## src/logic/sume_pkg.sv

```systemverilog
// Notes on behaviour
// (RL1) while uart_reset_n_bit is zero the uart is held in reset, no activity
// (RL2) host clears reset bit before activation, sets it before uart use
// (RL3) synchronous select one gives sync mode, io data on bit zero of tx/rx
// (RL4) in sync mode card clock pin follows the manual card clock bit
// (RL5) host switches modes only after any transmission has finished
// (RL6) deselected card io goes high impedance; new sync card drives tx bit zero
// (RL7) aux manual clock bit drives no output
// (RL8) status bit always shows the aux interrupt input level
// (RL9) aux input change asserts interrupt unless aux interrupt disable bit set
// (RL10) asynchronous mode is reset default, selected when sync select is zero
// (RL11) async active card clock may be stopped high or low by stop bits
// (RL12) etu source is card clock, or doubled clock when double select set
// (RL13) divider field 000b forces undoubled card clock, double select ignored
// (RL14) etu source prescaled by 31 when prescaler select zero, else 32
// (RL15) prescaler drives 8-bit autoreload down counter; each reload is one etu
// (RL16) host sets etu to F over D card clock periods
// (RL17) host keeps card clock between 1MHz and 5MHz unless card allows more
// (RL18) host uses F 372 and D 1 during answer-to-reset and before pps
// (RL19) specific mode uses card F and D unless TA2 bit 5 says implicit
// (RL20) F 372 with D 1 or 2: prescale 31, divider 12 or 6, double off
// (RL21) one etu is prescale factor times reload value source clock periods
package sume_pkg;
  // register offsets on the byte-wide host port
  localparam logic [3:0] ADDR_CARD_SELECT = 4'h0;
  localparam logic [3:0] ADDR_CCR_A = 4'h1;
  localparam logic [3:0] ADDR_CCR_B = 4'h2;
  localparam logic [3:0] ADDR_CCR_AUX = 4'h3;
  localparam logic [3:0] ADDR_UART_CONTROL_REGISTER_TWO = 4'h4;
  localparam logic [3:0] ADDR_ETU_DIV = 4'h5;
  localparam logic [3:0] ADDR_UTR = 4'h6;
  localparam logic [3:0] ADDR_URR = 4'h7;
  localparam logic [3:0] ADDR_MSR = 4'h8;

  // card_select_register fields
  localparam int CSEL_LSB = 0;
  localparam int CSEL_RST_N_BIT = 3;
  // uart_control_register_two fields
  localparam int UART_CONTROL_REGISTER_TWO_PSC_BIT = 0;
  localparam int UART_CONTROL_REGISTER_TWO_AUX_INTERRUPT_DISABLE_BIT_BIT = 1;
  // mixed_status_register fields
  localparam int MSR_AUX_LEVEL_BIT = 0;
  localparam int MSR_AUX_IRQ_BIT = 1;

  localparam logic [1:0] SEL_CARD_A = 2'h0;
  localparam logic [1:0] SEL_CARD_B = 2'h1;
  localparam logic [1:0] SEL_CARD_AUX = 2'h2;
  localparam int NUM_IF = 3;

  localparam logic [2:0] DIV_FIELD_UNDOUBLED = 3'h0;
  localparam logic [4:0] PRESCALE_31_LAST = 5'h1e;
  localparam logic [4:0] PRESCALE_32_LAST = 5'h1f;

  // reset values
  localparam logic [7:0] RST_CARD_SELECT = 8'h00;
  localparam logic [7:0] RST_CCR = 8'h00;
  localparam logic [7:0] RST_UART_CONTROL_REGISTER_TWO = 8'h00;
  localparam logic [7:0] RST_ETU_DIV = 8'h0c;
  localparam logic [7:0] RST_UTR = 8'h01;

  // card clock control register layout, msb first
  typedef struct packed {
    logic sync_sel;
    logic stop_level;
    logic clock_stop;
    logic manual_clk;
    logic clk_double;
    logic [2:0] div_field;
  } sume_ccr_s;

  // one two-way pin at the design port
  typedef struct packed {
    logic o;
    logic oe_n;
  } sume_pin_s;
endpackage : sume_pkg

```

## src/logic/sume_etu_gen.sv

```systemverilog
`timescale 1ns/100ps
`default_nettype none
module sume_etu_gen (
  input wire logic ref_clk,
  input wire logic rst,
  input wire logic run,
  input wire logic src_tick,
  input wire logic psc_32,
  input wire logic [7:0] reload,
  output logic etu_tick
);
  logic [4:0] pre_r;
  logic [7:0] cnt_r;
  logic pre_tick;
  logic run_q_r;
  logic [4:0] pre_last;

  assign pre_last = psc_32 ? sume_pkg::PRESCALE_32_LAST : sume_pkg::PRESCALE_31_LAST;
  assign pre_tick = run && src_tick && (pre_r == pre_last);

  ////////////////////////////////////////////////////////////////////////////
  always_ff @(posedge ref_clk) begin
    if (rst || !run) begin
      pre_r <= 5'h00;
    end else if (src_tick) begin
      pre_r <= (pre_r == pre_last) ? 5'h00 : 5'(pre_r + 5'h01); // [RL14]
    end
  end

  always_ff @(posedge ref_clk) begin
    run_q_r <= rst ? 1'b0 : run;
  end

  // a reload of zero wraps through 256 prescaler periods
  always_ff @(posedge ref_clk) begin
    if (rst || !run || !run_q_r) begin
      cnt_r <= reload;
    end else if (pre_tick) begin
      cnt_r <= (cnt_r == 8'h01) ? reload : 8'(cnt_r - 8'h01); // [RL15]
    end
  end

  assign etu_tick = pre_tick && run_q_r && (cnt_r == 8'h01); // [RL15]

  ////////////////////////////////////////////////////////////////////////////
  logic [13:0] src_cnt_r;
  logic [13:0] want;
  always_ff @(posedge ref_clk) begin
    if (rst || !run || !run_q_r || etu_tick) begin
      src_cnt_r <= 14'h0000;
    end else if (src_tick) begin
      src_cnt_r <= 14'(src_cnt_r + 14'h0001);
    end
  end
  assign want = 14'({9'h000, pre_last} + 14'h0001) * 14'((reload == 8'h00) ? 14'h0100 : {6'h00, reload});

  // a change of reload or prescaler mid-interval makes one odd etu, so the check skips it
  logic first_seen_r;
  logic [7:0] reload_q_r;
  logic psc_q_r;
  logic cfg_change;
  assign cfg_change = (reload != reload_q_r) || (psc_32 != psc_q_r);
  always_ff @(posedge ref_clk) begin
    reload_q_r <= reload;
    psc_q_r <= psc_32;
  end
  always_ff @(posedge ref_clk) begin
    if (rst || !run || cfg_change) begin
      first_seen_r <= 1'b0;
    end else if (etu_tick) begin
      first_seen_r <= 1'b1;
    end
  end

  chk_etu_length: assert property (@(posedge ref_clk) disable iff (rst) // [RL21]
    (etu_tick && first_seen_r && $stable(reload) && $stable(psc_32)) |-> (14'(src_cnt_r + 14'h0001) == want))
    else $error("etu length differs from prescale times reload");
  chk_prescale_gap: assert property (@(posedge ref_clk) disable iff (rst) // [RL14]
    pre_tick |-> (src_tick && pre_r == pre_last))
    else $error("prescaler output not on its last source tick");
  chk_etu_held: assert property (@(posedge ref_clk) disable iff (rst) // [RL1]
    !run |-> !etu_tick)
    else $error("etu tick while generator stopped");
endmodule : sume_etu_gen
`default_nettype wire

```

## src/logic/sume_top.sv

```systemverilog
`timescale 1ns/100ps
`default_nettype none
module sume_top (
  input wire logic ref_clk,
  input wire logic rst,
  input wire logic [3:0] reg_addr,
  input wire logic [7:0] reg_wdata,
  input wire logic reg_wr,
  input wire logic reg_rd,
  output logic [7:0] reg_rdata,
  input wire logic card_clk_tick,
  input wire logic card_clk2_tick,
  input wire logic [1:0] card_clk_gen_level,
  output logic [1:0] card_clock_pin,
  input wire logic [2:0] card_io_pin_i,
  output logic [2:0] card_io_pin_o,
  output logic [2:0] card_io_pin_oe_n,
  input wire logic async_tx_bit,
  input wire logic async_tx_drive,
  input wire logic [7:0] async_rx_data,
  input wire logic aux_interrupt_input,
  output logic irq,
  output logic uart_active,
  output logic etu_tick
);
  logic [7:0] card_select_register_r;
  sume_pkg::sume_ccr_s ccr_r [sume_pkg::NUM_IF];
  logic [7:0] uart_control_register_two_r;
  logic [7:0] etu_divider_register_r;
  logic [7:0] uart_transmit_register_r;
  logic aux_q_r;
  logic aux_irq_r;
  logic [7:0] rdata_r;

  logic [1:0] card_sel;
  logic uart_reset_n_bit;
  logic psc_32;
  logic aux_interrupt_disable_bit;
  sume_pkg::sume_ccr_s cur_ccr;
  logic src_tick;
  logic msr_read;
  logic aux_change;

  assign card_sel = card_select_register_r[sume_pkg::CSEL_LSB +: 2];
  assign uart_reset_n_bit = card_select_register_r[sume_pkg::CSEL_RST_N_BIT];
  assign psc_32 = uart_control_register_two_r[sume_pkg::UART_CONTROL_REGISTER_TWO_PSC_BIT];
  assign aux_interrupt_disable_bit = uart_control_register_two_r[sume_pkg::UART_CONTROL_REGISTER_TWO_AUX_INTERRUPT_DISABLE_BIT_BIT];
  // select code three has no entry; fall back to reset settings rather than index past the array
  assign cur_ccr = (card_sel == 2'h3) ? sume_pkg::sume_ccr_s'(sume_pkg::RST_CCR) : ccr_r[card_sel];
  assign msr_read = reg_rd && (reg_addr == sume_pkg::ADDR_MSR);
  assign aux_change = aux_interrupt_input ^ aux_q_r;

  function automatic logic wr_hit(input logic [3:0] a, input logic [3:0] off, input logic wr);
    wr_hit = wr && (a == off);
  endfunction : wr_hit

  ////////////////////////////////////////////////////////////////////////////
  // register writes
  always_ff @(posedge ref_clk) begin
    if (rst) begin
      card_select_register_r <= sume_pkg::RST_CARD_SELECT; // [RL1]
    end else if (wr_hit(reg_addr, sume_pkg::ADDR_CARD_SELECT, reg_wr)) begin
      card_select_register_r <= {4'h0, reg_wdata[3:0]};
    end
  end

  // the aux entry keeps its manual clock bit but nothing reads it onto a pin
  for (genvar i = 0; i < sume_pkg::NUM_IF; i++) begin : g_ccr
    always_ff @(posedge ref_clk) begin
      if (rst) begin
        ccr_r[i] <= sume_pkg::RST_CCR; // [RL10]
      end else if (wr_hit(reg_addr, 4'(sume_pkg::ADDR_CCR_A + 4'(i)), reg_wr)) begin
        ccr_r[i] <= reg_wdata; // [RL7]
      end
    end
  end

  always_ff @(posedge ref_clk) begin
    if (rst) begin
      uart_control_register_two_r <= sume_pkg::RST_UART_CONTROL_REGISTER_TWO;
    end else if (wr_hit(reg_addr, sume_pkg::ADDR_UART_CONTROL_REGISTER_TWO, reg_wr)) begin
      uart_control_register_two_r <= {6'h00, reg_wdata[1:0]};
    end
  end

  always_ff @(posedge ref_clk) begin
    if (rst) begin
      etu_divider_register_r <= sume_pkg::RST_ETU_DIV;
    end else if (wr_hit(reg_addr, sume_pkg::ADDR_ETU_DIV, reg_wr)) begin
      etu_divider_register_r <= reg_wdata;
    end
  end

  always_ff @(posedge ref_clk) begin
    if (rst) begin
      uart_transmit_register_r <= sume_pkg::RST_UTR;
    end else if (wr_hit(reg_addr, sume_pkg::ADDR_UTR, reg_wr)) begin
      uart_transmit_register_r <= reg_wdata;
    end
  end

  ////////////////////////////////////////////////////////////////////////////
  // aux interrupt handshake; a change in the clearing cycle still sets
  always_ff @(posedge ref_clk) begin
    if (rst) begin
      aux_q_r <= 1'b0;
      aux_irq_r <= 1'b0;
    end else begin
      aux_q_r <= aux_interrupt_input;
      if (aux_change && !aux_interrupt_disable_bit) begin
        aux_irq_r <= 1'b1; // [RL9]
      end else if (msr_read) begin
        aux_irq_r <= 1'b0;
      end
    end
  end
  assign irq = aux_irq_r;

  ////////////////////////////////////////////////////////////////////////////
  // read path, data in the cycle after the strobe
  always_ff @(posedge ref_clk) begin
    if (rst || !reg_rd) begin
      rdata_r <= 8'h00;
    end else begin
      unique case (reg_addr)
        sume_pkg::ADDR_CARD_SELECT: rdata_r <= card_select_register_r;
        sume_pkg::ADDR_CCR_A: rdata_r <= ccr_r[0];
        sume_pkg::ADDR_CCR_B: rdata_r <= ccr_r[1];
        sume_pkg::ADDR_CCR_AUX: rdata_r <= ccr_r[2];
        sume_pkg::ADDR_UART_CONTROL_REGISTER_TWO: rdata_r <= uart_control_register_two_r;
        sume_pkg::ADDR_ETU_DIV: rdata_r <= etu_divider_register_r;
        sume_pkg::ADDR_UTR: rdata_r <= uart_transmit_register_r;
        sume_pkg::ADDR_URR: begin
          if (cur_ccr.sync_sel && card_sel != 2'h3) begin
            rdata_r <= {7'h00, card_io_pin_i[card_sel]}; // [RL3]
          end else begin
            rdata_r <= async_rx_data;
          end
        end
        sume_pkg::ADDR_MSR: rdata_r <= {6'h00, aux_irq_r, aux_interrupt_input}; // [RL8]
        default: rdata_r <= 8'h00;
      endcase
    end
  end
  assign reg_rdata = rdata_r;

  ////////////////////////////////////////////////////////////////////////////
  // card io pins; only the selected interface drives, others float high
  for (genvar i = 0; i < sume_pkg::NUM_IF; i++) begin : g_io
    logic sel;
    assign sel = uart_reset_n_bit && (card_sel == 2'(i));
    always_ff @(posedge ref_clk) begin
      if (rst || !sel) begin
        card_io_pin_o[i] <= 1'b1; // [RL6]
        card_io_pin_oe_n[i] <= 1'b1; // [RL1]
      end else if (ccr_r[i].sync_sel) begin
        card_io_pin_o[i] <= uart_transmit_register_r[0]; // [RL3]
        card_io_pin_oe_n[i] <= 1'b0;
      end else begin
        card_io_pin_o[i] <= async_tx_bit; // [RL10]
        card_io_pin_oe_n[i] <= !async_tx_drive;
      end
    end
  end

  // card clock pins for the two interfaces that have one
  for (genvar i = 0; i < 2; i++) begin : g_clk
    always_ff @(posedge ref_clk) begin
      if (rst) begin
        card_clock_pin[i] <= 1'b0;
      end else if (ccr_r[i].sync_sel) begin
        card_clock_pin[i] <= ccr_r[i].manual_clk; // [RL4]
      end else if (ccr_r[i].clock_stop) begin
        card_clock_pin[i] <= ccr_r[i].stop_level; // [RL11]
      end else begin
        card_clock_pin[i] <= card_clk_gen_level[i];
      end
    end
  end

  ////////////////////////////////////////////////////////////////////////////
  // etu source: doubled clock only exists when the divider field is nonzero
  always_comb begin
    if (cur_ccr.clk_double && cur_ccr.div_field != sume_pkg::DIV_FIELD_UNDOUBLED) begin
      src_tick = card_clk2_tick; // [RL12]
    end else begin
      src_tick = card_clk_tick; // [RL13]
    end
  end

  sume_etu_gen u_etu (
    .ref_clk(ref_clk),
    .rst(rst),
    .run(uart_reset_n_bit), // [RL1]
    .src_tick(src_tick),
    .psc_32(psc_32),
    .reload(etu_divider_register_r),
    .etu_tick(etu_tick)
  );

  assign uart_active = uart_reset_n_bit;

  ////////////////////////////////////////////////////////////////////////////
  chk_reset_holds_io: assert property (@(posedge ref_clk) disable iff (rst) // [RL1]
    (!uart_reset_n_bit && $past(!uart_reset_n_bit)) |-> (card_io_pin_oe_n == 3'h7 && !etu_tick))
    else $error("uart activity while held in reset");
  chk_sync_clock_follow: assert property (@(posedge ref_clk) disable iff (rst) // [RL4]
    ccr_r[0].sync_sel |=> (card_clock_pin[0] == $past(ccr_r[0].manual_clk)))
    else $error("sync card clock does not follow manual bit");
  chk_stop_level: assert property (@(posedge ref_clk) disable iff (rst) // [RL11]
    (!ccr_r[1].sync_sel && ccr_r[1].clock_stop) |=> (card_clock_pin[1] == $past(ccr_r[1].stop_level)))
    else $error("stopped card clock not at stop level");
  chk_aux_level_read: assert property (@(posedge ref_clk) disable iff (rst) // [RL8]
    msr_read |=> (reg_rdata[sume_pkg::MSR_AUX_LEVEL_BIT] == $past(aux_interrupt_input)))
    else $error("status does not show aux input level");
  chk_aux_irq_set: assert property (@(posedge ref_clk) disable iff (rst) // [RL9]
    (aux_change && !aux_interrupt_disable_bit) |=> irq)
    else $error("aux change did not raise interrupt");
  chk_aux_irq_masked: assert property (@(posedge ref_clk) disable iff (rst) // [RL9]
    $rose(irq) |-> $past(aux_change && !aux_interrupt_disable_bit))
    else $error("interrupt raised without enabled aux change");
  chk_deselect_hiz: assert property (@(posedge ref_clk) disable iff (rst) // [RL6]
    (card_sel == sume_pkg::SEL_CARD_B) |=> (card_io_pin_oe_n[0] && card_io_pin_oe_n[2] && card_io_pin_o[0]))
    else $error("deselected card io still driven");
  chk_sync_tx_bit: assert property (@(posedge ref_clk) disable iff (rst) // [RL3]
    (uart_reset_n_bit && card_sel == sume_pkg::SEL_CARD_AUX && ccr_r[2].sync_sel)
      |=> (!card_io_pin_oe_n[2] && card_io_pin_o[2] == $past(uart_transmit_register_r[0])))
    else $error("sync io not carrying tx bit zero");
  chk_undoubled_src: assert property (@(posedge ref_clk) disable iff (rst) // [RL13]
    (cur_ccr.div_field == sume_pkg::DIV_FIELD_UNDOUBLED) |-> (src_tick == card_clk_tick))
    else $error("doubled clock used with divider field zero");
endmodule : sume_top
`default_nettype wire

```

## config.mk

```make
export PLATFORM = sky130hd
export DESIGN_NAME = sume_top
export DESIGN_NICKNAME = d
export VERILOG_FILES = /design/src/logic/sume_pkg.sv /design/src/logic/sume_etu_gen.sv /design/src/logic/sume_top.sv
export SDC_FILE = /design/constraint.sdc
export NUM_CORES = 1
export LEC_CHECK = 0
export ABC_AREA = 1
export BUFFER_PORTS_ARGS = -buffer_cell sky130_fd_sc_hd__buf_2
export CAP_MARGIN = 0
export CORE_MARGIN = 10
export CORE_UTILIZATION = 51
export DETAILED_ROUTE_END_ITERATION = 12
export PLACE_DENSITY = 0.82
export SLEW_MARGIN = 0
export SYNTH_ARGS = -nofsm -noshare
export SYNTH_HDL_FRONTEND = slang
export SYNTH_SLANG_ARGS = --single-unit
export TNS_END_PERCENT = 20
```

## constraint.sdc

```tcl
create_clock -name ref_clk -period 1.6 [get_ports ref_clk]
set_input_delay 0.08 -clock ref_clk [delete_from_list [all_inputs] [get_ports ref_clk]]
set_output_delay 0.08 -clock ref_clk [all_outputs]
set_load 0.01 [all_outputs]
```

== After elaboration in Yosys (flattened, before gate mapping) ==
Memory sizes are Yosys's and may differ from the RTL's. A register that Yosys moved wholly into a read port is not among the register bits.
Cells that the tools add are included.
W data, S select, Z words.
Word-level totals
  bits in registers: 54
  latch bits: 0
  RAM bits: 24
  bits in read-only memories: 0
  bits of input ports: 34
  output and inout port bits: 19
  memories kept: 1
Memory list
  ccr_r: depth 3, bits a word 8, rd ports 4, clocked after memory_dff 1, wr ports 3, RTL line sume_top.sv:27  | sume_pkg::sume_ccr_s ccr_r [sume_pkg::NUM_IF];
Cells by class
  add/sub/neg operators: 2
  multiply operators: 0
  div/mod/pow operators: 0
  $lt $le $gt $ge: 1
  equality and inequality tests: 14
  shift-type cells: 0
  mux-type cells: 39
  bitwise logic cells: 4
  reductions and logical operators: 37
Operators by type and width (number)
  $pmux W8 S9: 1
  $mux W8: 8
  $mux W1: 26
  $logic_and A1 B1 Y1: 18
  $eq A4 B3 Y1 const B: 4
  $eq A4 B2 Y1 const B: 2
  $eq A8 B1 Y1 const B: 1
  $logic_not A1 Y1: 8
  $sub A8 B1 Y8 const B: 1
  $logic_or A1 B1 Y1: 6
  $add A5 B1 Y5 const B: 1
  $eq A5 B5 Y1: 1
  $mux W5: 1
  $eq A2 B2 Y1 const B: 2
  $eq A4 B1 Y1 const B: 1
  $eq A4 B4 Y1 const B: 1
  $logic_not A4 Y1: 1
  $mux W2: 2
  $reduce_bool A2 Y1: 2
  $lt A2 B3 Y1 const B: 1
  $or A1 B1 Y1: 3
  $reduce_bool A3 Y1: 1
  $bmux W1 S2: 1
  $eq A2 B1 Y1 const B: 1
  3 further kinds: 3

== Depth between registers and ports, before layout ==
Gate-level depths: netlist (run 1).
  depth after elaboration: 9
  depth in mapped cells: 10
  depth with buffers taken out: 10

== By module ==
From an unflattened synthesis (run 1), not the netlist that was laid out.
Second synthesis, totals
  cell total of the unflattened synthesis: 471
  area total of the unflattened synthesis: 3857.4 sq um
By module, submodules not included
  sume_top: instances 1, cells an instance 364, area an instance 2997.9 sq um, sequential area each 1561.5 sq um
  sume_etu_gen: instances 1, cells an instance 107, area an instance 859.6 sq um, sequential area each 360.3 sq um

== Worst setup path after synthesis (run 1) ==
No wires, ideal clock.
  kind: reg2reg
  start: register (tool-made name)
  end: register u_etu.cnt_r[0], enable pin
  library setup time: 0.337 ns
  arrival: 1.248 ns
  required time: 1.263 ns
  setup slack: 0.016 ns
  stages on the path, launching flop included: 9
  buffers on the path: 0
  period minus slack after synthesis: 1.584 ns
  path through: dfxtp_1 inv_1 nand2_1 nand3_1 o21ai_1 nand2_1 nand2_1 nand3_1 nand3_1
RTL lines
  end signal, assigned: RTL line sume_etu_gen.sv:37  | cnt_r <= reload;
  end signal, assigned: RTL line sume_etu_gen.sv:39  | cnt_r <= (cnt_r == 8'h01) ? reload : 8'(cnt_r - 8'h01);
  end, declared: RTL line sume_etu_gen.sv:13  | logic [7:0] cnt_r;

==> results of run 1 <==
[layer usage]
| layer | vias up | share of wire [%] |
|---|---|---|
| met5 | - | 0 |
| met4 | 0 | 2.5 |
| met3 | 28 | 8.5 |
| met2 | 177 | 49 |
| met1 | 1591 | 40 |
| li1 | 1668 | - |
[through the flow]
stage | instances | cell area (um2) | total power (uW)
global route | 635 | 4624 | 4436
floorplan | 444 | 3744 | 2461
CTS | 634 | 4589 | 4294
detailed placement | 608 | 4237 | 2634
finish | 635 | 4624 | 4310
global placement | 608 | 4237 | 2625
[sequential cells by signal, indices dropped and copies added, names as in the netlist, 3 cells and up, named ones only]
signal,cells
card_io_pin_o,3
card_io_pin_oe_n,3
card_select_register_r,4
ccr_r,24
etu_divider_register_r,8
reg_rdata,8
u_etu.cnt_r,8
u_etu.pre_r,5
uart_transmit_register_r,8
[layout make-up]
class | instances | area (um2) | share of cell area, %
Clock buffer | 10 | 127.6 | 2.760
Clock inverter | 6 | 92.59 | 2.002
Inverter | 65 | 246.5 | 5.330
Multi-Input combinational cell | 293 | 1600 | 34.60
Sequential cell | 80 | 1923 | 41.59
Tap cell | 99 | 123.9 | 2.679
Timing Repair Buffer | 82 | 510.5 | 11.04
[cells by family (layout without fill, tap and decap cells)]
| group | Yosys count | count (layout) |
|---|---|---|
| compound gates | 106 | 106 |
| xor+xnor | 9 | 9 |
| fa+ha+maj | 3 | 3 |
| buf+inv | 71 | 163 |
| flops | 80 | 80 |
| mux | 2 | 2 |
| simple gates | 173 | 173 |
[how the worst min path moves through the flow]
stage / from / to / depth (start not counted)
finish: async_rx_data[4] / reg_rdata[4] / 3
global route: async_rx_data[4] / reg_rdata[4] / 3
CTS: async_rx_data[4] / reg_rdata[4] / 3
detailed placement: async_tx_drive / card_io_pin_oe_n[1] / 2
global placement: async_tx_drive / card_io_pin_oe_n[1] / 2
floorplan: rst / u_etu.run_q_r / 1
[cell usage in the layout (no fill, tap or decap), types with 9 or more instances in the layout]
master / count
nor2_4: 9
inv_1: 60
clkbuf_8: 9
dfxtp_1: 47
o21ai_0: 45
buf_4: 23
nand2_1: 54
buf_2: 51
nor2_1: 48
a21oi_1: 40
edfxtp_1: 32
nand3_1: 40
[worst reg2reg max path: stages (launching register included)]
cell and delay (ps):
dfxtp_2 370, inv_2 50, nand2_2 70, nand3_2 100, o21ai_4 210, nand2_2 90, nand2_2 80, nand3_2 80
buf_4 150, buf_4 130, nand3_4 110
[power by group]
part	total, uW	leakage (uW)	internal [uW]	switching (uW)
clock network	1670	0.000103	887	785
logic	420	0.00119	156	264
registers	2220	0.000710	2180	35.7
total	4310	0.00200	3220	1090
[what timing repair did]
item / 4_1_cts / 5_1_grt
buffers inserted: 4 / 2
hold endpoints to repair: 10 / 0
gates resized for setup: 12 / 12
hold buffers: 6 / 0
pin swaps: 7 / 7
endpoints found under the setup margin: 9 / 28
==> flow_summary_export.csv, run 1 <==
group,metric,value,unit
synthesis,syn_area_per_cell,8.432,um2
detailed_routing,wl,10430,um
clocking,cts.sinks,80,
clocking,cts_buffers,9,
die,core-area,7176,um2
critical_path,crit_path_frequent_cell,"nand2_2",
critical_path,r2r-end,"u_etu.cnt_r[1]",
grt,met2_usage,30.26,%
timing,fin_skew,11.92,ps
run_status,violations,"setup timing",
cells_and_area,drive_gt1_share,23.69,%
grt,grt_max_degree,17,
synthesis,synth.distinct_cells,36,
timing,worstMarginPinSlew,410.3,ps
critical_path,end_kind,"primary output",
timing,hold_viol_final,0,
grt,busiest_layer,"met2",
synthesis,synth_top_cell_by_area,"dfxtp_1",
clocking,root_buffer,"clkbuf_8",
synthesis,synth-simple-area-share,21.96,%
synthesis,synth_common_cells,"inv_1, nand2_1, nor2_1, dfxtp_1, o21ai_0",
grt,grt_util_met1,21.54,%
synthesis,synth_mux_area_share,0.5682,%
critical_path,critical_path.max_stage_delay,370,ps
power_and_ir_drop,p_leak,0.002000,uW
grt,gr-total-overflow,0,
die,die_y,105.7,um
cells_and_area,final_util,64.45,%
timing,min_period,1802,ps
critical_path,cp.depth,10,
detailed_routing,vias_per_cell,5.455,
detailed_routing,post_drt_wl_per_cell,16.43,um
timing,relSlewSlack,72.62,%
power_and_ir_drop,p_per_area,932.0,nW/um2
synthesis,netlist.area_leader.share,25.67,%
critical_path,slowest_stage,"dfxtp_2",
detailed_routing,num_vias,3464,
critical_path,r2r_cells,10,
timing,max_clock_freq,554.8,MHz
synthesis,ys_seq_area_share,51.34,%
flow_run,cap_violations,0,
critical_path,crit_family,"simple AND/OR/NAND/NOR gates",
die,die_area,11170,um2
timing,finalSetupTns,-1334,ps
grt,track_usage,18.11,%
placed_design,pre_cts_ws,-48.42,ps
die,io_pins,53,
synthesis,synth_compound_area_share,15.21,%
grt,grt_pass1_vias,3356,
grt,grtUsageMet3,5.359,%
worst_hold_path,hold_path_class,"input pin to flip-flop",
grt,antenna_found_initial,0,
grt,grt_first_pass_wirelength,16410,um
detailed_routing,antenna_left,0,
die,core.rowCount,31,
die,start_util,52.17,%
synthesis,synth_fp_nets,481,
die,die_width,105.7,um
critical_path,cp-start-kind,"flip-flop",
synthesis,synthAdderAreaFrac,1.003,%
synthesis,syn_area,3744,um2
timing,fin_crit_sh,112.7,%
critical_path,arrival,1720,ps
clocking,cts-htree-levels,3,
timing,drv_slew,0,
clocking,cts_tree,"done",
placed_design,io_buffer_count,52,
synthesis,yosys_warnings,0,
critical_path,path_max_fanout,4,
synthesis,synth-edff-count,32,
cells_and_area,final_nets,568,
synthesis,synth_async_sr_flop_share,0,%
critical_path,worstPathCellList,"inv_2, nand2_2, nand3_2, o21ai_4, nand2_2, nand2_2, nand3_2, buf_6, nor2_4, buf_6",
synthesis,synthXorXnorAreaFrac,2.106,%
critical_path,critPathRequiredTime,1520,ps
critical_path,reg2reg_slack,-150,ps
synthesis,synth-main-ff-cell,"dfxtp_1",
placed_design,gp_routability_congestion,0.9197,
clocking,clk_latency,360,ps
synthesis,synth_seq_cells,80,
cells_and_area,syn_to_final_growth,23.53,%
timing,setup_ws,-202.4,ps
detailed_routing,drt_iter0_drc,368,
timing,setup_viol,9,
detailed_routing,drc,0,
synthesis,synth_top_family_by_area,"simple AND/OR/NAND/NOR gates",
run_status,status,"complete, but fails checks",
detailed_routing,firstDrtPassIters,5,
power_and_ir_drop,max-vdd-ir-drop,0.4853,mV
synthesis,yosys-top-cells-area,"dfxtp_1, edfxtp_1, inv_1",
synthesis,yosysMostFrequentCell,"inv_1",
cells_and_area,fill_cells,587,
timing,fin_hold_ws,17.00,ps
clocking,cts.reportedPaths.clkPinSlew,90,ps
timing,rsz0062_at_grt,"yes",
synthesis,syn-instance-count,444,
cells_and_area,antennaDiodeCount,0,
clocking,cts.path.max_buffers,2,
critical_path,endpoint,"etu_tick",
placed_design,detailed_place_hpwl,7535,um
critical_path,critPathBufInv,3,
critical_path,critPathKind,"flip-flop to primary output",
(Power assumes the default switching activity.)
==> run 2: changes to the inputs <==
--- a/config.mk
+++ b/config.mk
@@ -9,11 +9,12 @@
 export BUFFER_PORTS_ARGS = -buffer_cell sky130_fd_sc_hd__buf_2
 export CAP_MARGIN = 0
 export CORE_MARGIN = 10
-export CORE_UTILIZATION = 51
+export CORE_UTILIZATION = 52
 export DETAILED_ROUTE_END_ITERATION = 12
-export PLACE_DENSITY = 0.82
+export PLACE_DENSITY = 0.83
 export SLEW_MARGIN = 0
 export SYNTH_ARGS = -nofsm -noshare
 export SYNTH_HDL_FRONTEND = slang
+export SYNTH_HIERARCHICAL = 1
 export SYNTH_SLANG_ARGS = --single-unit
 export TNS_END_PERCENT = 20
==> run 2 against run 1 <==
Against the previous run: the run still ends with setup timing left; sequential cell count unchanged; die area up 0.86%; first-iteration DRC count is 35% lower; register-to-register slack worse by 260 ps; critical path depth up 1; sequential share of layout area is 1.6 points lower; clock-buffer cell count is 1 lower; synthesized cell count increased by 6.1%.
==> flow_summary_export.csv, run 2 <==
group,metric,value,unit
die,start_util,53.47,%
critical_path,critPathRequiredTime,1520,ps
placed_design,placed_cell_area,4436,um2
detailed_routing,antenna_left,0,
synthesis,synth_seq_cells,80,
timing,relSlewSlack,73.28,%
cells_and_area,final_nets,609,
clocking,cts.path.max_buffers,2,
flow_run,cap_violations,0,
synthesis,synth_async_sr_flop_share,0,%
detailed_routing,vias_per_cell,5.283,
worst_hold_path,hold_path_class,"input pin to flip-flop",
placed_design,detailed_place_hpwl,8156,um
timing,worstMarginPinSlew,400.3,ps
detailed_routing,firstDrtPassIters,5,
power_and_ir_drop,max-vdd-ir-drop,0.6082,mV
cells_and_area,final_util,66.55,%
synthesis,synth_fp_nets,508,
timing,setup_viol,14,
die,io_pins,53,
worst_hold_path,hold-path-endpoint,"irq",
power_and_ir_drop,p_leak,0.002141,uW
power_and_ir_drop,p_int,3085,uW
critical_path,critPathBufInv,2,
timing,max_clock_freq,485.1,MHz
run_status,status,"complete, but fails checks",
cells_and_area,fill_cells,594,
detailed_routing,num_vias,3571,
placed_design,pre_cts_ws,-190.9,ps
die,die_y,106.1,um
synthesis,syn_area,3857,um2
clocking,cts-htree-levels,3,
grt,grt_pass1_vias,3449,
cells_and_area,syn_to_final_growth,24.46,%
power_and_ir_drop,p_per_area,862.5,nW/um2
critical_path,r2r-start,"ccr_r[1][0]",
power_and_ir_drop,p_total,4141,uW
grt,gr-total-overflow,0,
synthesis,synth_common_cells,"nand2_1, nor2_1, inv_1, nand3_1, dfxtp_1",
timing,drv_slew,0,
cells_and_area,regMostFlops,"ccr_r",
detailed_routing,post_drt_wl_per_cell,15.59,um
power_and_ir_drop,seq_power_share,53.6,%
synthesis,yosys-top-cells-area,"dfxtp_1, edfxtp_1, nand2_1",
placed_design,io_buffer_count,52,
run_status,violations,"setup timing",
synthesis,ys_seq_area_share,49.82,%
cells_and_area,most-common-layout-cells,"nand2_1, nor2_1, inv_1",
cells_and_area,stdcell_area,4801,um2
critical_path,r2r_cells,12,
worst_hold_path,holdPathStages,4,
placed_design,gp_routability_congestion,0.9905,
clocking,cts_buffers,9,
cells_and_area,antennaDiodeCount,0,
power_and_ir_drop,sw_frac_of_total,25.49,%
clocking,clk_latency,360,ps
critical_path,arrival,1980,ps
synthesis,yosys_warnings,6,
critical_path,critPathLaunch,"ccr_r[1][0]",
power_and_ir_drop,power_frac_comb,10.8,%
critical_path,crit_family,"simple AND/OR/NAND/NOR gates",
grt,grt_first_pass_wirelength,16780,um
synthesis,synth_top_cell_by_area,"dfxtp_1",
critical_path,reg2reg_slack,-410,ps
synthesis,syn_area_per_cell,8.190,um2
cells_and_area,drive_gt1_share,25.30,%
timing,min_period,2062,ps
timing,fin_skew,11.79,ps
critical_path,r2r-end,"u_etu/cnt_r[1]",
die,core.rowCount,31,
placed_design,dp.cells,647,
synthesis,yosysMostFrequentCell,"nand2_1",
critical_path,critical_path.max_stage_delay,410,ps
grt,antenna_found_initial,0,
synthesis,syn-instance-count,471,
worst_hold_path,worstHoldStart,"reg_rd",
critical_path,critPathKind,"flip-flop to primary output",
die,core-area,7214,um2
synthesis,netlist.area_leader.share,24.91,%
die,die_width,106.1,um
critical_path,slowest_stage,"edfxtp_1",
detailed_routing,wl,10540,um
grt,track_usage,18.55,%
critical_path,worstPathCellList,"nor3_2, nor2_1, nor2_1, o21ai_2, nand2_1, nand2_1, nand2_2, nand4_1, buf_4, nor2_1, buf_2",
synthesis,synth-edff-count,32,
power_and_ir_drop,pwr-share-clk,35.6,%
cells_and_area,largest_register_ffs,24,
die,die_area,11260,um2
detailed_routing,drt_iter0_drc,241,
synthesis,synth.distinct_cells,33,
clocking,cts_tree,"done",
cells_and_area,fin_cells,676,
timing,hold_viol_final,0,
detailed_routing,drc,0,
critical_path,end_kind,"primary output",
synthesis,synth-main-ff-cell,"dfxtp_1",
cells_and_area,final_common_cell,"nand2_1",
grt,grt_max_degree,17,
timing,fin_crit_sh,128.9,%
critical_path,path_max_fanout,2,
clocking,root_buffer,"clkbuf_8",
clocking,cts.reportedPaths.clkPinSlew,80,ps
power_and_ir_drop,switching_power,1055,uW
timing,setup_ws,-461.6,ps
critical_path,cp-start-kind,"flip-flop",
critical_path,crit_path_frequent_cell,"nor2_1",
timing,rsz0062_at_grt,"yes",
clocking,cts.sinks,80,
[run 2: cell count changes in the layout (fill, tap and decap cells not counted), moves of 3 or more]
cell | previous run | this run
nand2_1 | 54 | 88
nor2_1 | 48 | 68
o21ai_0 | 45 | 29
buf_4 | 23 | 37
a21oi_1 | 40 | 28
nand3_1 | 40 | 50
inv_1 | 60 | 53
a31oi_1 | 5 | 0
o22ai_1 | 5 | 0
nand3_2 | 5 | 1
nand4_1 | 2 | 5
o21ai_1 | 2 | 5
[run 2: cell families (layout without fill, tap and decap cells)]
| kind of cell | count (synthesis) | count (layout) | share of synthesized area [%] |
|---|---|---|---|
| AND/OR/NAND/NOR | 242 | 242 | 29.45 |
| adder cells (fa/ha/maj) | 3 | 3 | 0.9732 |
| buffers and inverters | 64 | 170 | 6.941 |
| flip-flops | 80 | 80 | 49.82 |
| AO/OA/AOI/OAI | 71 | 71 | 10.12 |
| multiplexers | 4 | 4 | 1.103 |
| XOR/XNOR | 7 | 7 | 1.589 |
[run 2: worst max path at each step]
stage,end,slack [ps],cells after the start
global route,etu_tick,-610,11
floorplan,u_etu/cnt_r[0],-90,8
detailed placement,u_etu/cnt_r[7],-190,9
finish,etu_tick,-460,11
global placement,u_etu/pre_r[2],-130,13
CTS,etu_tick,-390,10
[run 2: worst reg2reg max path: stages (launching register included)]
cell	delay (ps)
edfxtp_1	410
nor3_2	190
nor2_1	70
nor2_1	130
o21ai_2	90
nand2_1	60
nand2_1	60
nand2_2	70
nand4_1	140
buf_4	180
buf_6	110
buf_6	120
nand2_8	90
[run 2: through the flow]
stage | hold slack [ps] | TNS [ps]
floorplan | 158.1 | -748.8
global placement | 289.5 | -1386
detailed placement | 293.0 | -2219
CTS | 2.999 | -3280
global route | 32.77 | -6569
finish | 16.12 | -4895
[run 2: power by group through the flow]
| stage | clock network [uW] | registers (uW) | logic [uW] |
|---|---|---|---|
| after CTS | 1490 | 2220 | 436 |
| final | 1470 | 2220 | 447 |
| after global routing | 1570 | 2230 | 488 |
| after floorplan | 0 | 2270 | 208 |
| after global placement | 0 | 2260 | 401 |
| after detailed placement | 0 | 2270 | 409 |
[run 2: layout make-up]
class | instances | area, um2 | area share [%]
clock buffer | 9 | 123.9 | 2.580
clock inverter | 7 | 72.57 | 1.512
inverter | 57 | 216.5 | 4.509
multi-input combinational | 327 | 1720 | 35.84
sequential | 80 | 1922 | 40.03
tap | 99 | 123.9 | 2.580
timing repair buffer | 97 | 621.8 | 12.95
[run 2: routing by layer]
layer / up-vias / GRT usage, % / part of all wire, %
met5: - / 0 / 0
met4: 0 / 8.317 / 2.3
met3: 21 / 3.442 / 6.1
met2: 133 / 30.92 / 49
met1: 1661 / 22.87 / 42
li1: 1756 / - / -
[run 2: timing repair]
action | 4_1_cts | 5_1_grt
pin swaps | 11 | 5
resized for setup | 8 | 10
endpoints found under the setup margin | 14 | 17
setup buffers | 19 | 4
hold buffers | 5 | 0
endpoints found under the hold margin | 9 | 0
==> run 3: changes to the inputs <==
--- a/config.mk
+++ b/config.mk
@@ -8,7 +8,7 @@
 export ABC_AREA = 1
 export BUFFER_PORTS_ARGS = -buffer_cell sky130_fd_sc_hd__buf_2
 export CAP_MARGIN = 0
-export CORE_MARGIN = 10
+export CORE_MARGIN = 1
 export CORE_UTILIZATION = 52
 export DETAILED_ROUTE_END_ITERATION = 12
 export PLACE_DENSITY = 0.83
==> run 3 against run 2 <==
Against the previous run: the run ends with hold timing, setup timing left; final cell count is 1.6% lower; non-clock buffer count down 11; register-to-register slack gained 130 ps; worst setup slack lost 61 ps; clock-buffer cell count grew 4; first-iteration DRC count increased by 38%; worst hold slack got worse by 22 ps; combinational power shrank 3%; sequential cell count is the same.
==> flow_summary_export.csv, run 3 (same netlist as run 2, synthesis figures left out) <==
group,metric,value,unit
run_status,status,"complete, but fails checks",
run_status,violations,"hold timing, setup timing",
die,core.rowCount,31,
critical_path,critPathKind,"flip-flop to primary output",
grt,gr-total-overflow,0,
critical_path,path_max_fanout,2,
detailed_routing,num_vias,3592,
die,core-area,7214,um2
critical_path,end_kind,"primary output",
power_and_ir_drop,p_total,4203,uW
clocking,cts.path.max_buffers,2,
die,start_util,53.47,%
clocking,clk_latency,370,ps
timing,worstMarginPinSlew,442.8,ps
timing,setup_viol,14,
die,die_y,88.13,um
placed_design,detailed_place_hpwl,7344,um
grt,grt_max_degree,17,
grt,track_usage,27.01,%
timing,min_period,2123,ps
cells_and_area,drive_gt1_share,24.91,%
clocking,cts.reportedPaths.clkPinSlew,90,ps
placed_design,gp_routability_congestion,0.9411,
detailed_routing,drt_iter0_drc,333,
detailed_routing,vias_per_cell,5.402,
critical_path,worstPathCellList,"or2_4, o21ai_2, a21oi_2, nand2_1, nand2_2, nand2_4, nand4_1, buf_4, nor2_4, buf_6",
clocking,root_buffer,"clkbuf_8",
timing,hold_viol_final,1,
critical_path,crit_family,"simple AND/OR/NAND/NOR gates",
cells_and_area,final_common_cell,"nand2_1",
critical_path,critical_path.max_stage_delay,410,ps
clocking,cts-htree-levels,3,
clocking,cts_tree,"done",
cells_and_area,syn_to_final_growth,22.74,%
timing,fin_hold_ws,-5.586,ps
power_and_ir_drop,max-vdd-ir-drop,0.5191,mV
cells_and_area,final_nets,598,
flow_run,cap_violations,0,
timing,fin_skew,11.45,ps
worst_hold_path,hold_path_class,"input pin to flip-flop",
die,die_area,7767,um2
die,io_pins,53,
timing,rsz0062_at_grt,"yes",
cells_and_area,most-common-layout-cells,"nand2_1, nor2_1, inv_1",
timing,drv_slew,0,
grt,grt_first_pass_wirelength,15380,um
critical_path,slowest_stage,"edfxtp_1",
critical_path,cp-start-kind,"flip-flop",
placed_design,io_buffer_count,52,
power_and_ir_drop,p_per_area,887.7,nW/um2
critical_path,critPathBufInv,2,
grt,grt_pass1_vias,3221,
detailed_routing,post_drt_wl_per_cell,15.39,um
cells_and_area,largest_register_ffs,24,
power_and_ir_drop,p_leak,0.002084,uW
die,die_width,88.13,um
critical_path,arrival,2040,ps
grt,antenna_found_initial,0,
detailed_routing,antenna_left,0,
critical_path,critPathRequiredTime,1520,ps
timing,fin_crit_sh,132.7,%
cells_and_area,antennaDiodeCount,0,
timing,max_clock_freq,471.0,MHz
detailed_routing,drc,0,
timing,setup_ws,-522.9,ps
detailed_routing,wl,10230,um
timing,relSlewSlack,70.45,%
clocking,cts_buffers,9,
detailed_routing,firstDrtPassIters,5,
clocking,cts.sinks,80,
cells_and_area,regMostFlops,"ccr_r",
run 3: cell types whose count changed in the layout (fill, tap and decap cells not counted), moves of 3 or more:
cell,delta
buf_4,-6
clkinv_4,-3
nand2_1,-3
nand2_2,+3
run 3: final timing paths:
kind                        startpoint                        end  cells past startpoint  slack (ps)
max reg2reg                ccr_r[2][0]             u_etu/cnt_r[5]                      9        -280
min reg2reg  card_select_register_r[2]  card_select_register_r[2]                      2         480
max                        ccr_r[2][0]                   etu_tick                     10        -520
min                   async_rx_data[3]               reg_rdata[3]                      3          -6
run 3: cell type report:
| cell class | count | area [um2] |
|---|---|---|
| clock inverters | 3 | 42.54 |
| inverters | 57 | 214.0 |
| multi-input cells | 327 | 1744 |
| flip-flops and latches | 80 | 1922 |
| clock buffers | 13 | 158.9 |
| fillers | 607 | 2480 |
| repair buffers | 86 | 529.3 |
| well taps | 99 | 123.9 |
run 3: layer usage:
| metal | global-route usage [%] | up-vias | routed length, um |
|---|---|---|---|
| li1 | - | 1726 | - |
| met2 | 44.26 | 190 | 4851 |
| met3 | 4.053 | 31 | 793 |
| met4 | 15.25 | 0 | 346 |
| met5 | 0 | - | 0 |
| met1 | 34.23 | 1645 | 4241 |
run 3: what timing repair did:
item,in CTS,in global routing
hold buffers,3,0
endpoints found under the hold margin,7,0
endpoints found under the setup margin,14,18
gates resized for setup,11,12
pin swaps,9,5
buffers inserted,24,4
run 3: per-stage QoR:
| stage | area [um2] | cells | setup TNS, ps | setup WS (ps) | utilization (%) |
|---|---|---|---|---|---|
| floorplan | 3865 | 471 | -748.8 | -93.60 | - |
| global placement | 4368 | 638 | -886.3 | -87.92 | 60.54 |
| detailed placement | 4368 | 638 | -1767 | -162.5 | 60.54 |
| CTS | 4701 | 664 | -2225 | -385.6 | 65.16 |
| global route | 4735 | 665 | -4333 | -580.7 | 65.63 |
| finish | 4735 | 665 | -3487 | -522.9 | 65.63 |
run 3: tightest hold or removal path, stage by stage:
cell	delay, ps
buf_2	100
nand3_1	70
a21oi_1	70
run 3: where the power goes:
part           switching (uW)  internal [uW]
Sequential               42.6           2180
Combinational             267            167
Clock                     739            806
Total                    1050           3150
